File: config.mk
export PLATFORM = sky130hd
export DESIGN_NAME = otr_register
export DESIGN_NICKNAME = d
export VERILOG_FILES = /design/src/otr_pkg.sv /design/src/otr_register.sv
export SDC_FILE = /design/constraint.sdc
export NUM_CORES = 1
export LEC_CHECK = 0
export ABC_AREA = 1
export ABC_CLOCK_PERIOD_IN_PS = 1350
export BUFFER_PORTS_ARGS = -buffer_cell sky130_fd_sc_hd__clkbuf_2
export CAP_MARGIN = 20
export CORE_MARGIN = 10
export CORE_UTILIZATION = 55
export DETAILED_ROUTE_END_ITERATION = 7
export PLACE_DENSITY = 0.88
export SLEW_MARGIN = 20
export SYNTH_ARGS = -nofsm -noshare
export SYNTH_HDL_FRONTEND = slang
export SYNTH_SLANG_ARGS = --single-unit
File: constraint.sdc
create_clock -name clock -period 1.35 [get_ports clock]
set_input_delay 0.135 -clock clock [delete_from_list [all_inputs] [get_ports clock]]
set_output_delay 0.135 -clock clock [all_outputs]
set_load 0.05 [all_outputs]
File: src/otr_pkg.sv
// constants for the octal three-state register with clear
`default_nettype none
package otr_pkg;
	localparam int OTR_DATA_WIDTH = 8;
	localparam int OTR_OE_COUNT = 3;
	localparam int OTR_CTRL_WIDTH = 6;
	// control bundle layout: {enable_n, clear_n, edge_clock, oe_n[2:0]}
	localparam int OTR_POS_OE = 0;
	localparam int OTR_POS_CLOCK = 3;
	localparam int OTR_POS_CLEAR = 4;
	localparam int OTR_POS_ENABLE = 5;
	// idle pin levels: enables and clear inactive, clock low
	localparam logic [OTR_CTRL_WIDTH-1:0] OTR_CTRL_RESET = 6'h37;
	localparam logic OTR_STORE_RESET = 1'h0;
	localparam logic OTR_DRIVE_RESET = 1'h0;
endpackage
`default_nettype wire

File: src/otr_register.sv
// octal edge-triggered register with clear, load enable and gated outputs
`default_nettype none
module otr_register #(
	parameter int WIDTH = otr_pkg::OTR_DATA_WIDTH
) (
	// system
	input wire logic clock,
	input wire logic sys_rst,
	// parallel data side
	input wire logic [WIDTH-1:0] data_in,
	input wire logic edge_clock,
	input wire logic enable_n,
	input wire logic clear_n,
	// output enables
	input wire logic [otr_pkg::OTR_OE_COUNT-1:0] out_enable_n,
	// bus side
	output logic [WIDTH-1:0] bus_out,
	output logic [WIDTH-1:0] bus_oe
);
	import otr_pkg::*;

	// idle pin levels: data from the store reset value, controls unpacked from the packed control reset word
	localparam logic [WIDTH-1:0] DATA_IDLE = {WIDTH{OTR_STORE_RESET}};
	localparam logic CLOCK_IDLE = OTR_CTRL_RESET[OTR_POS_CLOCK];
	localparam logic CLEAR_IDLE = OTR_CTRL_RESET[OTR_POS_CLEAR];
	localparam logic ENABLE_IDLE = OTR_CTRL_RESET[OTR_POS_ENABLE];
	localparam logic [OTR_OE_COUNT-1:0] OE_IDLE =
		OTR_CTRL_RESET[OTR_POS_OE +: OTR_OE_COUNT];

	// a bit takes a new level once stage two and stage three agree
	function automatic logic otr_agree(
		input logic s2,
		input logic s3,
		input logic held
	);
		otr_agree = (s2 & s3) | (held & (s2 | s3));
	endfunction

	// data pins
	logic [WIDTH-1:0] data_s1_q;
	logic [WIDTH-1:0] data_s2_q;
	logic [WIDTH-1:0] data_s3_q;
	logic [WIDTH-1:0] data_f_q;
	logic [WIDTH-1:0] data_f_d;
	// storage clock pin
	logic edge_clock_s1_q;
	logic edge_clock_s2_q;
	logic edge_clock_s3_q;
	logic edge_clock_f_q;
	logic edge_clock_f_d;
	// load enable pin
	logic enable_n_s1_q;
	logic enable_n_s2_q;
	logic enable_n_s3_q;
	logic enable_n_f_q;
	logic enable_n_f_d;
	// clear pin
	logic clear_n_s1_q;
	logic clear_n_s2_q;
	logic clear_n_s3_q;
	logic clear_n_f_q;
	logic clear_n_f_d;
	// output enable pins
	logic [OTR_OE_COUNT-1:0] oe_n_s1_q;
	logic [OTR_OE_COUNT-1:0] oe_n_s2_q;
	logic [OTR_OE_COUNT-1:0] oe_n_s3_q;
	logic [OTR_OE_COUNT-1:0] oe_n_f_q;
	logic [OTR_OE_COUNT-1:0] oe_n_f_d;
	// storage and drive
	logic clock_rise;
	logic clear_act;
	logic load_ok;
	logic [WIDTH-1:0] store_q;
	logic [WIDTH-1:0] store_d;
	logic drive_d;
	logic drive_q;

	// data synchroniser
	always_ff @(posedge clock) begin
		if (sys_rst) begin
			data_s1_q <= DATA_IDLE;
			data_s2_q <= DATA_IDLE;
			data_s3_q <= DATA_IDLE;
		end else begin
			data_s1_q <= data_in;
			data_s2_q <= data_s1_q;
			data_s3_q <= data_s2_q;
		end
	end

	// storage clock synchroniser, idles low so reset gives no false rise
	always_ff @(posedge clock) begin
		if (sys_rst) begin
			edge_clock_s1_q <= CLOCK_IDLE;
			edge_clock_s2_q <= CLOCK_IDLE;
			edge_clock_s3_q <= CLOCK_IDLE;
		end else begin
			edge_clock_s1_q <= edge_clock;
			edge_clock_s2_q <= edge_clock_s1_q;
			edge_clock_s3_q <= edge_clock_s2_q;
		end
	end

	// load enable synchroniser
	always_ff @(posedge clock) begin
		if (sys_rst) begin
			enable_n_s1_q <= ENABLE_IDLE;
			enable_n_s2_q <= ENABLE_IDLE;
			enable_n_s3_q <= ENABLE_IDLE;
		end else begin
			enable_n_s1_q <= enable_n;
			enable_n_s2_q <= enable_n_s1_q;
			enable_n_s3_q <= enable_n_s2_q;
		end
	end

	// clear synchroniser
	always_ff @(posedge clock) begin
		if (sys_rst) begin
			clear_n_s1_q <= CLEAR_IDLE;
			clear_n_s2_q <= CLEAR_IDLE;
			clear_n_s3_q <= CLEAR_IDLE;
		end else begin
			clear_n_s1_q <= clear_n;
			clear_n_s2_q <= clear_n_s1_q;
			clear_n_s3_q <= clear_n_s2_q;
		end
	end

	// output enable synchroniser
	always_ff @(posedge clock) begin
		if (sys_rst) begin
			oe_n_s1_q <= OE_IDLE;
			oe_n_s2_q <= OE_IDLE;
			oe_n_s3_q <= OE_IDLE;
		end else begin
			oe_n_s1_q <= out_enable_n;
			oe_n_s2_q <= oe_n_s1_q;
			oe_n_s3_q <= oe_n_s2_q;
		end
	end

	// agreement filters: pulses of a single clock cycle are dropped
	always_comb begin
		data_f_d = data_f_q;
		for (int i = 0; i < WIDTH; i++) begin
			data_f_d[i] = otr_agree(data_s2_q[i], data_s3_q[i],
				data_f_q[i]);
		end
	end

	always_comb begin
		oe_n_f_d = oe_n_f_q;
		for (int i = 0; i < OTR_OE_COUNT; i++) begin
			oe_n_f_d[i] = otr_agree(oe_n_s2_q[i], oe_n_s3_q[i],
				oe_n_f_q[i]);
		end
	end

	assign edge_clock_f_d = otr_agree(edge_clock_s2_q, edge_clock_s3_q,
		edge_clock_f_q);
	assign enable_n_f_d = otr_agree(enable_n_s2_q, enable_n_s3_q,
		enable_n_f_q);
	assign clear_n_f_d = otr_agree(clear_n_s2_q, clear_n_s3_q,
		clear_n_f_q);

	always_ff @(posedge clock) begin
		if (sys_rst) begin
			data_f_q <= DATA_IDLE;
			edge_clock_f_q <= CLOCK_IDLE;
			enable_n_f_q <= ENABLE_IDLE;
			clear_n_f_q <= CLEAR_IDLE;
			oe_n_f_q <= OE_IDLE;
		end else begin
			data_f_q <= data_f_d;
			edge_clock_f_q <= edge_clock_f_d;
			enable_n_f_q <= enable_n_f_d;
			clear_n_f_q <= clear_n_f_d;
			oe_n_f_q <= oe_n_f_d;
		end
	end

	// a rise counts on the edge where the filtered level leaves low
	assign clock_rise = edge_clock_f_d & ~edge_clock_f_q;
	assign clear_act = ~clear_n_f_d;
	assign load_ok = ~enable_n_f_d;

	// storage never looks at the output enables
	always_comb begin
		store_d = store_q;
		if (clear_act) begin
			store_d = '0;
		end else if (clock_rise && load_ok) begin
			store_d = data_f_d;
		end
	end

	always_ff @(posedge clock) begin
		if (sys_rst) begin
			store_q <= {WIDTH{OTR_STORE_RESET}};
		end else begin
			store_q <= store_d;
		end
	end

	// one enable decision for all bits
	assign drive_d = ~|oe_n_f_d;

	always_ff @(posedge clock) begin
		if (sys_rst) begin
			drive_q <= OTR_DRIVE_RESET;
		end else begin
			drive_q <= drive_d;
		end
	end

	assign bus_out = store_q;
	assign bus_oe = {WIDTH{drive_q}};
endmodule
`default_nettype wire

Word-level counts from Yosys, hierarchy flattened
Index checks and enable logic that the tools add are counted.
{"block": "totals", "register_bits": 65, "word_cells": 86, "out_inout_bits": 16, "input_bits": 16}
{"block": "op_classes", "n_reduce_logical": 4, "bitwise": 60}
{"op": "$and 1x1->1", "n": 29}
{"op": "$or 1x1->1", "n": 28}
{"op": "$not 1->1", "n": 3}
{"op": "$reduce_or 3->1", "n": 1}
{"op": "$reduce_or 2->1", "n": 1}
{"op": "$logic_and 1x1->1", "n": 1}
{"op": "$logic_not 1->1", "n": 1}

Depth between registers and ports, before layout
Gate-level depths: netlist of run 1.
{"block": "depth", "ltp_word": 5, "ltp_mapped": 7, "mapped_depth_nobuf": 6}

Least setup slack after synthesis of run 1
No wires, ideal clock.
{"block": "synth_path", "path_type": "reg2reg", "start": "register edge_clock_s2_q", "end": "register store_q[5] (netlist: bus_out[5])", "period_less_slack_ns": 0.961, "arrival_time_ns": 0.844, "stages_incl_launch_ff": 7, "n_path_buf": 1, "required_time_ns": 1.233, "slack_ns": 0.389, "setup_time_ns": 0.117, "cell_sequence": "dfxtp_1 nand2_2 nor2_8 buf_12 nand3_1 nand2_1 nor2_1"}
{"block": "synth_between", "elab_chain_len": 5, "word_cells_on_any_way": 6, "cone_classes": "5 x bitwise; 1 x reduce/logical"}
{"element": "start: declaration", "line_no": "otr_register.sv:47", "source": "logic edge_clock_s2_q;"}
{"element": "start signal: assignment", "line_no": "otr_register.sv:99", "source": "edge_clock_s2_q <= edge_clock_s1_q;"}
{"element": "$or 1x1->1", "line_no": "otr_register.sv:36", "source": "otr_agree = (s2 & s3) | (held & (s2 | s3));"}
{"element": "$and 1x1->1", "line_no": "otr_register.sv:36"}
{"element": "$or 1x1->1 (*)", "line_no": "otr_register.sv:36"}
{"element": "$and 1x1->1 (*)", "line_no": "otr_register.sv:184", "source": "assign clock_rise = edge_clock_f_d & ~edge_clock_f_q;"}
{"element": "$logic_and 1x1->1 (*)", "line_no": "otr_register.sv:193", "source": "end else if (clock_rise && load_ok) begin"}
{"element": "end signal: assignment", "line_no": "otr_register.sv:200", "source": "store_q <= {WIDTH{OTR_STORE_RESET}};"}
{"element": "end signal: assignment", "line_no": "otr_register.sv:202", "source": "store_q <= store_d;"}
{"element": "end: declaration", "line_no": "otr_register.sv:73", "source": "logic [WIDTH-1:0] store_q;"}
Mark *: on every way between the ends. The rest lies on a longest branch, timed or not.
A chain may end at the register's enable or synchronous reset.

Worst setup path after layout of run 1
{"block": "layout_path", "start": "register drive_q", "end": "output port bus_oe[2]"}
{"element": "start: declaration", "line_no": "otr_register.sv:76", "source": "logic drive_q;"}
{"element": "start signal: assignment", "line_no": "otr_register.sv:213", "source": "drive_q <= drive_d;"}
{"element": "end: declaration", "line_no": "otr_register.sv:18", "source": "output logic [WIDTH-1:0] bus_oe"}
No word-level cell between the ends.

==> summary.txt, run 1 <==
Setup path
  • Crit-path max FO: 8
  • Critical path launch point: drive_q$_SDFF_PP0_
  • Buf/Inv on CP: 1
  • Worst EP arrival: 1080 ps
  • R2R depth: 5
  • Reg2Reg Launch Point: enable_n_s2_q$_SDFF_PP1_
  • Stages on worst setup path: 1
  • Crit end category: output pin
  • Reg-to-Reg End: bus_out[5]$_SDFFE_PP0P_
  • End point of the critical path: bus_oe[2]
  • Max stage delay on crit path: 430 ps
  • Worst setup SP type: flop
  • Critical path class: flop to output pin
  • Worst reg-to-reg setup slack: 290 ps
  • Slowest CP cell: dfxtp_1
  • Critical-path cell list: clkbuf_2
  • Worst path required time: 1220 ps
  • Critical path's top delay family: flip-flops

Synth
  • Post-synthesis cell count: 267
  • Synth Warn #: 0
  • Sequential-to-total area share from yosys stat: 58.2%
  • Syn nets: 283
  • Post-Syn Area: 2240 sq um
  • Synthesized area per cell: 8.38 sq um
  • Yosys reg bits: 65
  • Cell variety after synth: 21

Die
  • Starting Density: 56.3%
  • IO Count: 32
  • Chip Width: 83.8 um
  • Die height: 83.8 um
  • FP Rows: 23
  • Core Region: 3970 sq um
  • Die area: 7020 sq um

Timing
  • RSZ-0062 raised after global routing: no
  • Worst hold slack: 177 ps
  • FMAX: 822 MHz
  • Setup TNS: 0 ps
  • Setup Skew: 6.45 ps
  • Tmin final: 1220 ps
  • Slew HR: 78.0%
  • Final hold violation count: 0
  • Slew Viols, Final: 0
  • Slew @ Worst Pin: 329 ps
  • Period utilization: 90.2%
  • Setup-failing EPs final: 0

Clocking
  • H-tree Lvls: 3
  • Post-CTS Repair Setup Buffers: 0
  • Longest Clk Path Bufs: 2
  • Clk root buf: clkbuf_8
  • Skew-Pair Late Insertion Delay: 330 ps
  • CTS resizes: 0
  • Clk sinks: 65
  • CTS Buf Count: 9
  • CTS tree: yes
  • Hold buffers post-CTS: 14
  • Register clock-pin slew on the reported worst setup and hold paths: 70 ps

Layout
  • Cell area after layout: 2660 sq um
  • Synth-to-Final Area Change: 19.1%
  • Layout cells sized above 1: 22.3%
  • Antenna Cells: 0
  • # nets final: 325

Route
  • Antenna Nets Post-Route: 0
  • DRC: 0
  • Number of vias per cell: 4.37
  • Wirelength per Cell: 9.74 um
  • Pre-antenna DRT Iters: 4
  • Routed vias: 1591
  • Drt total wl: 3550 um
  • Initial drt markers: 113

Power and ir drop
  • Worst vdd ir: 0.000665 V
  • LEAKAGE: 1.27 nW
  • Power Density: 1340 nW/um^2

Placed design
  • GP Congestion: 0.702
  • DP Wirelength: 2390 um
  • Number of port buffers: 31
  • DP Area: 2350 sq um

Run status
  • Status: completed

GRT
  • Remaining Overflow, GRT: 0
  • Vias in the first global route: 1443
  • Total GRT Usage: 10.8%
  • Largest net degree at the start of global routing: 31
  • First-pass GRT wire length: 6220 um
  • Initial antenna violation count: 0

Worst hold path
  • Hold Path Class: input pin to flop

Job
  • Number of max-cap violations: 0
## how the worst min path moves through the flow
stage	slack, ps	endpoint	depth (start not counted)	from
2_1_floorplan	240	clear_n_s1_q$_SDFF_PP1_	1	clear_n
3_3_place_gp	320	oe_n_s1_q[0]$_SDFF_PP1_	2	out_enable_n[0]
3_5_place_dp	320	oe_n_s1_q[0]$_SDFF_PP1_	2	out_enable_n[0]
4_1_cts	170	edge_clock_f_q$_SDFF_PP0_	2	sys_rst
5_1_grt	210	edge_clock_f_q$_SDFF_PP0_	2	sys_rst
6_report	180	edge_clock_f_q$_SDFF_PP0_	2	sys_rst
## synthesized netlist by cell type, drive strengths merged
cell / count / area, sq um
buf: 15 / 116
a21o: 1 / 7.51
nand2: 52 / 200
and2: 1 / 6.26
nor2: 46 / 196
clkbuf: 1 / 3.75
o21ai: 6 / 33.8
nand3: 8 / 40.0
a21oi: 11 / 66.3
dfxtp: 65 / 1300
clkinv: 1 / 5.00
inv: 46 / 173
or2: 14 / 87.6
## cell usage in the layout (no fill, tap or decap)
cell type and count:
dfxtp_1 65, nand2_1 50, inv_1 46, nor2_1 44, clkbuf_2 31, or2_2 14, dlygate4sd3_1 14, clkbuf_8 11
a21oi_1 8, nand3_1 8, o21ai_0 5, clkinv_2 4, a21oi_2 3, nand2_2 2, clkbuf_1 2, buf_4 2
a21o_1 1, and2_1 1, nor2_8 1, o21ai_2 1, nor2_4 1
## through the flow
step / worst slack (ps) / total power [W] / utilization (%) / cells
floorplan: 389 / 0.00212 / - / 267
global placement: 328 / 0.00215 / 59.2 / 334
detailed placement: 263 / 0.00216 / 59.2 / 334
CTS: 111 / 0.00359 / 67.1 / 364
global route: 62.9 / 0.00371 / 67.1 / 364
finish: 133 / 0.00356 / 67.1 / 364
## sequential cells by signal, summed over array words and instances (netlist names), 3 cells and up
name	count
data_f_q	8
oe_n_f_q	3
data_s2_q	8
oe_n_s3_q	3
bus_out	8
data_s1_q	8
data_s3_q	8
oe_n_s2_q	3
oe_n_s1_q	3
## kinds of logic after synthesis
group | synth area share, %
AOI/OAI and AO/OA | 4.81
buffers and inverters | 13.3
DFF | 58.2
and+or+nand+nor | 23.7
## power breakdown
part / internal, W / total (W) / switching, W
Clock: 0.000758 / 0.00141 / 0.000657
Sequential: 0.00197 / 0.00199 / 0.0000189
Combinational: 0.0000806 / 0.000156 / 0.0000758
## metal layers
layer / part of all wire [%] / GRT usage (%)
met5: 0 / 0
met4: 2.5 / 5.94
met3: 6.7 / 5.37
met2: 46 / 17.1
met1: 44 / 11.6
## layout make-up
type,count,area (sq um)
multi-input combinational,139,638
timing repair buffer,47,310
tap,50,62.6
sequential,65,1300
clock inverter,3,15.0
inverter,47,178
fill,305,1310
clock buffer,13,159
No activity file was read; power rests on OpenSTA's default activity.
==> inputs of run 2 (changes only) <==
Settings changed: ABC_AREA 1 to unset, CORE_UTILIZATION 55 to 54, PLACE_DENSITY 0.88 to 0.87.
==> summary.txt, run 2 <==
Run status
  • Status: completed (unchanged)

Synth
  • Synth Area in Compound Gates: 14.7% (was 4.81%)
  • Async S/R FF share, synth: 0% (unchanged)
  • Post-synth top cells: dfxtp_1 (65), nor2b_1 (27), a21oi_1 (19), o21ai_0 (19), or2_2 (16) (was dfxtp_1 (65), nand2_1 (50), inv_1 (46))
  • Synthesized area per cell: 10.7 sq um (was 8.38 sq um)
  • Synth Area in XOR/XNOR: 0% (unchanged)
  • Largest family of logic cells by synthesized area: simple AND/OR/NAND/NOR gates (unchanged)
  • Post-synthesis cell count: 196 (was 267)
  • Synth Warn #: 0 (unchanged)
  • Syn nets: 212 (was 283)
  • Yosys reg bits: 65 (unchanged)
  • Sequential-to-total area share from yosys stat: 62.3% (was 58.2%)
  • Count leader, synth: dfxtp_1 (unchanged)
  • Primary FF master, synth: dfxtp_1 (unchanged)
  • Post-Syn Area: 2090 sq um (was 2240 sq um)
  • Synth Area in Simple Gates: 17.1% (was 23.7%)
  • Area share of the largest cell type after synthesis: 62.3% (was 58.2%)
  • Largest area contributor in the netlist: dfxtp_1 (unchanged)
  • Multiplexer area fraction after synthesis: 0% (unchanged)
  • Adder-Cell Fraction of Synth Area: 0.539% (was 0%)
  • Cell variety after synth: 22 (was 21)
  • Synth area leaders: dfxtp_1 (62%), nor2b_1 (8.1%), or2_2 (4.8%), a21oi_1 (4.6%), o21ai_0 (4.6%) (was dfxtp_1 (58%), nand2_1 (8.4%), inv_1 (7.7%), nor2_1 (7.4%), or2_2 (3.9%))
  • Post-synth EDFFs: 0 (unchanged)

Route
  • Drt total wl: 3510 um (was 3550 um)
  • Initial drt markers: 82 (was 113)
  • Pre-antenna DRT Iters: 4 (unchanged)
  • Number of vias per cell: 4.82 (was 4.37)
  • Routed vias: 1375 (was 1591)
  • Wirelength per Cell: 12.3 um (was 9.74 um)
  • Antenna Nets Post-Route: 0 (unchanged)
  • DRC: 0 (unchanged)

Layout
  • FILL cells: 299 (was 305)
  • Layout cells sized above 1: 30.8% (was 22.3%)
  • Commonest non-fill, non-tap cells in the layout: dfxtp_1 (65), clkbuf_2 (31), nor2b_1 (27) (was dfxtp_1 (65), nand2_1 (50), inv_1 (46))
  • Synth-to-Final Area Change: 19.8% (was 19.1%)
  • # nets final: 249 (was 325)
  • Antenna Cells: 0 (unchanged)
  • Cell area after layout: 2500 sq um (was 2660 sq um)
  • Cell Count, Final, Fillers Out: 285 (was 364)
  • Most common cell after layout, fill and taps aside: dfxtp_1 (unchanged)
  • Core Util, Final: 67.8% (was 67.1%)

Die
  • Die height: 82.2 um (was 83.8 um)
  • Core Region: 3690 sq um (was 3970 sq um)
  • Starting Density: 56.6% (was 56.3%)
  • FP Rows: 22 (was 23)
  • IO Count: 32 (unchanged)
  • Die area: 6760 sq um (was 7020 sq um)
  • Chip Width: 82.2 um (was 83.8 um)

Power and ir drop
  • Power Density: 1480 nW/um^2 (was 1340 nW/um^2)
  • Worst vdd ir: 0.00116 V (was 0.000665 V)
  • LEAKAGE: 0.997 nW (was 1.27 nW)

Worst hold path
  • Hold Path Class: input pin to flop (unchanged)
  • Hold path cells: 2 (unchanged)

Timing
  • Setup Skew: 5.51 ps (was 6.45 ps)
  • Slew @ Worst Pin: 366 ps (was 329 ps)
  • Period utilization: 96.0% (was 90.2%)
  • Setup WS post-layout: 53.4 ps (was 133 ps)
  • Final hold violation count: 0 (unchanged)
  • Slew Viols, Final: 0 (unchanged)
  • Slew HR: 75.6% (was 78.0%)
  • Setup TNS: 0 ps (unchanged)
  • RSZ-0062 raised after global routing: no (unchanged)
  • Setup-failing EPs final: 0 (unchanged)
  • FMAX: 771 MHz (was 822 MHz)
  • Tmin final: 1300 ps (was 1220 ps)

Placed design
  • GP Congestion: 0.757 (was 0.702)
  • Place WS: 66.5 ps (was 263 ps)
  • DP Area: 2210 sq um (was 2350 sq um)
  • Number of port buffers: 31 (unchanged)
  • DP Cell Count: 261 (was 334)

Clocking
  • Register clock-pin slew on the reported worst setup and hold paths: 70 ps (about the same)
  • H-tree Lvls: 3 (unchanged)
  • Clk sinks: 65 (unchanged)
  • CTS Buf Count: 9 (unchanged)
  • Clk root buf: clkbuf_8 (unchanged)
  • Longest Clk Path Bufs: 2 (unchanged)
  • Post-CTS Repair Setup Buffers: 0 (unchanged)
  • Skew-Pair Late Insertion Delay: 330 ps (about the same)
  • CTS tree: yes (unchanged)

Setup path
  • R2R depth: 3 (was 5)
  • Worst setup SP type: flop (unchanged)
  • Worst path required time: 1610 ps (was 1220 ps)
  • Critical path class: flop to flop (was flop to output pin)
  • Worst EP arrival: 1560 ps (was 1080 ps)
  • Crit-path max FO: 17 (was 8)
  • Crit end category: flop (was output pin)

Job
  • Number of max-cap violations: 0 (unchanged)

GRT
  • Total GRT Usage: 11.6% (was 10.8%)
  • Vias in the first global route: 1278 (was 1443)
  • Initial antenna violation count: 0 (unchanged)
  • Remaining Overflow, GRT: 0 (unchanged)
  • Largest net degree at the start of global routing: 24 (was 31)
  • First-pass GRT wire length: 5790 um (was 6220 um)
## run 2: cell count changes after synthesis, moves of 5 or more
cell / previous run / this run
a211o_2: 0 / 6
a21oi_1: 8 / 19
buf_2: 5 / 0
clkbuf_1: 1 / 6
inv_1: 46 / 0
nand2_1: 50 / 10
nand3_1: 8 / 1
nor2_1: 44 / 4
nor2b_1: 0 / 27
o21ai_0: 5 / 19
## run 2: power breakdown
part / total (W) / internal [W] / switching [W]
Clock: 0.00160 / 0.000937 / 0.000666
Combinational: 0.000118 / 0.0000696 / 0.0000487
Sequential: 0.00199 / 0.00197 / 0.0000220
## run 2: layout make-up
class	instances	area [sq um]	share of cell area [%]
well taps	48	60.1	2.40
multi-input cells	114	678	27.1
clock inverters	3	40.0	1.60
clock buffers	12	155	6.20
flip-flops and latches	65	1300	52.0
repair buffers	43	268	10.7
## run 2: critical path: stages, from the launching register on
cell     delay, ps
dfxtp_1        320
maj3_4         420
a211o_2        340
a21oi_1        150
## run 2: timing repair
action / CTS / global route
hold buffers: 9 / 0
gates resized for setup: 0 / 1
endpoints found under the setup margin: 0 / 5
endpoints found under the hold margin: 9 / 0
## run 2: final timing paths
| kind | start | endpoint | slack [ps] |
|---|---|---|---|
| hold / removal | data_in[1] | data_s1_q[1]$_SDFF_PP0_ | 10 |
| setup / recovery | enable_n_f_q$_SDFF_PP1_ | bus_out[3]$_SDFFE_PP0P_ | 50 |
| setup reg to reg | enable_n_f_q$_SDFF_PP1_ | bus_out[3]$_SDFFE_PP0P_ | 50 |
| hold reg to reg | oe_n_s1_q[0]$_SDFF_PP1_ | oe_n_s2_q[0]$_SDFF_PP1_ | 410 |
## run 2: cells by family after synthesis
logic type / after synthesis
AO/OA/AOI/OAI: 51
adder cells (fa/ha/maj): 1
AND/OR/NAND/NOR: 62
buffers and inverters: 17
flip-flops: 65
## run 2: layer usage
metal | up-vias | routed length (um) | track usage (%)
met5 | - | 0 | 0
met4 | 0 | 110 | 8.33
met3 | 13 | 174 | 5.62
met2 | 26 | 1770 | 19.2
met1 | 615 | 1450 | 11.2
li1 | 721 | - | -
## run 2: through the flow
stage               hold WS (ps)  total power (W)
finish                      14.2          0.00372
global route                30.9          0.00385
CTS                         1.83          0.00375
detailed placement           319          0.00213
global placement             318          0.00213
floorplan                    239          0.00210
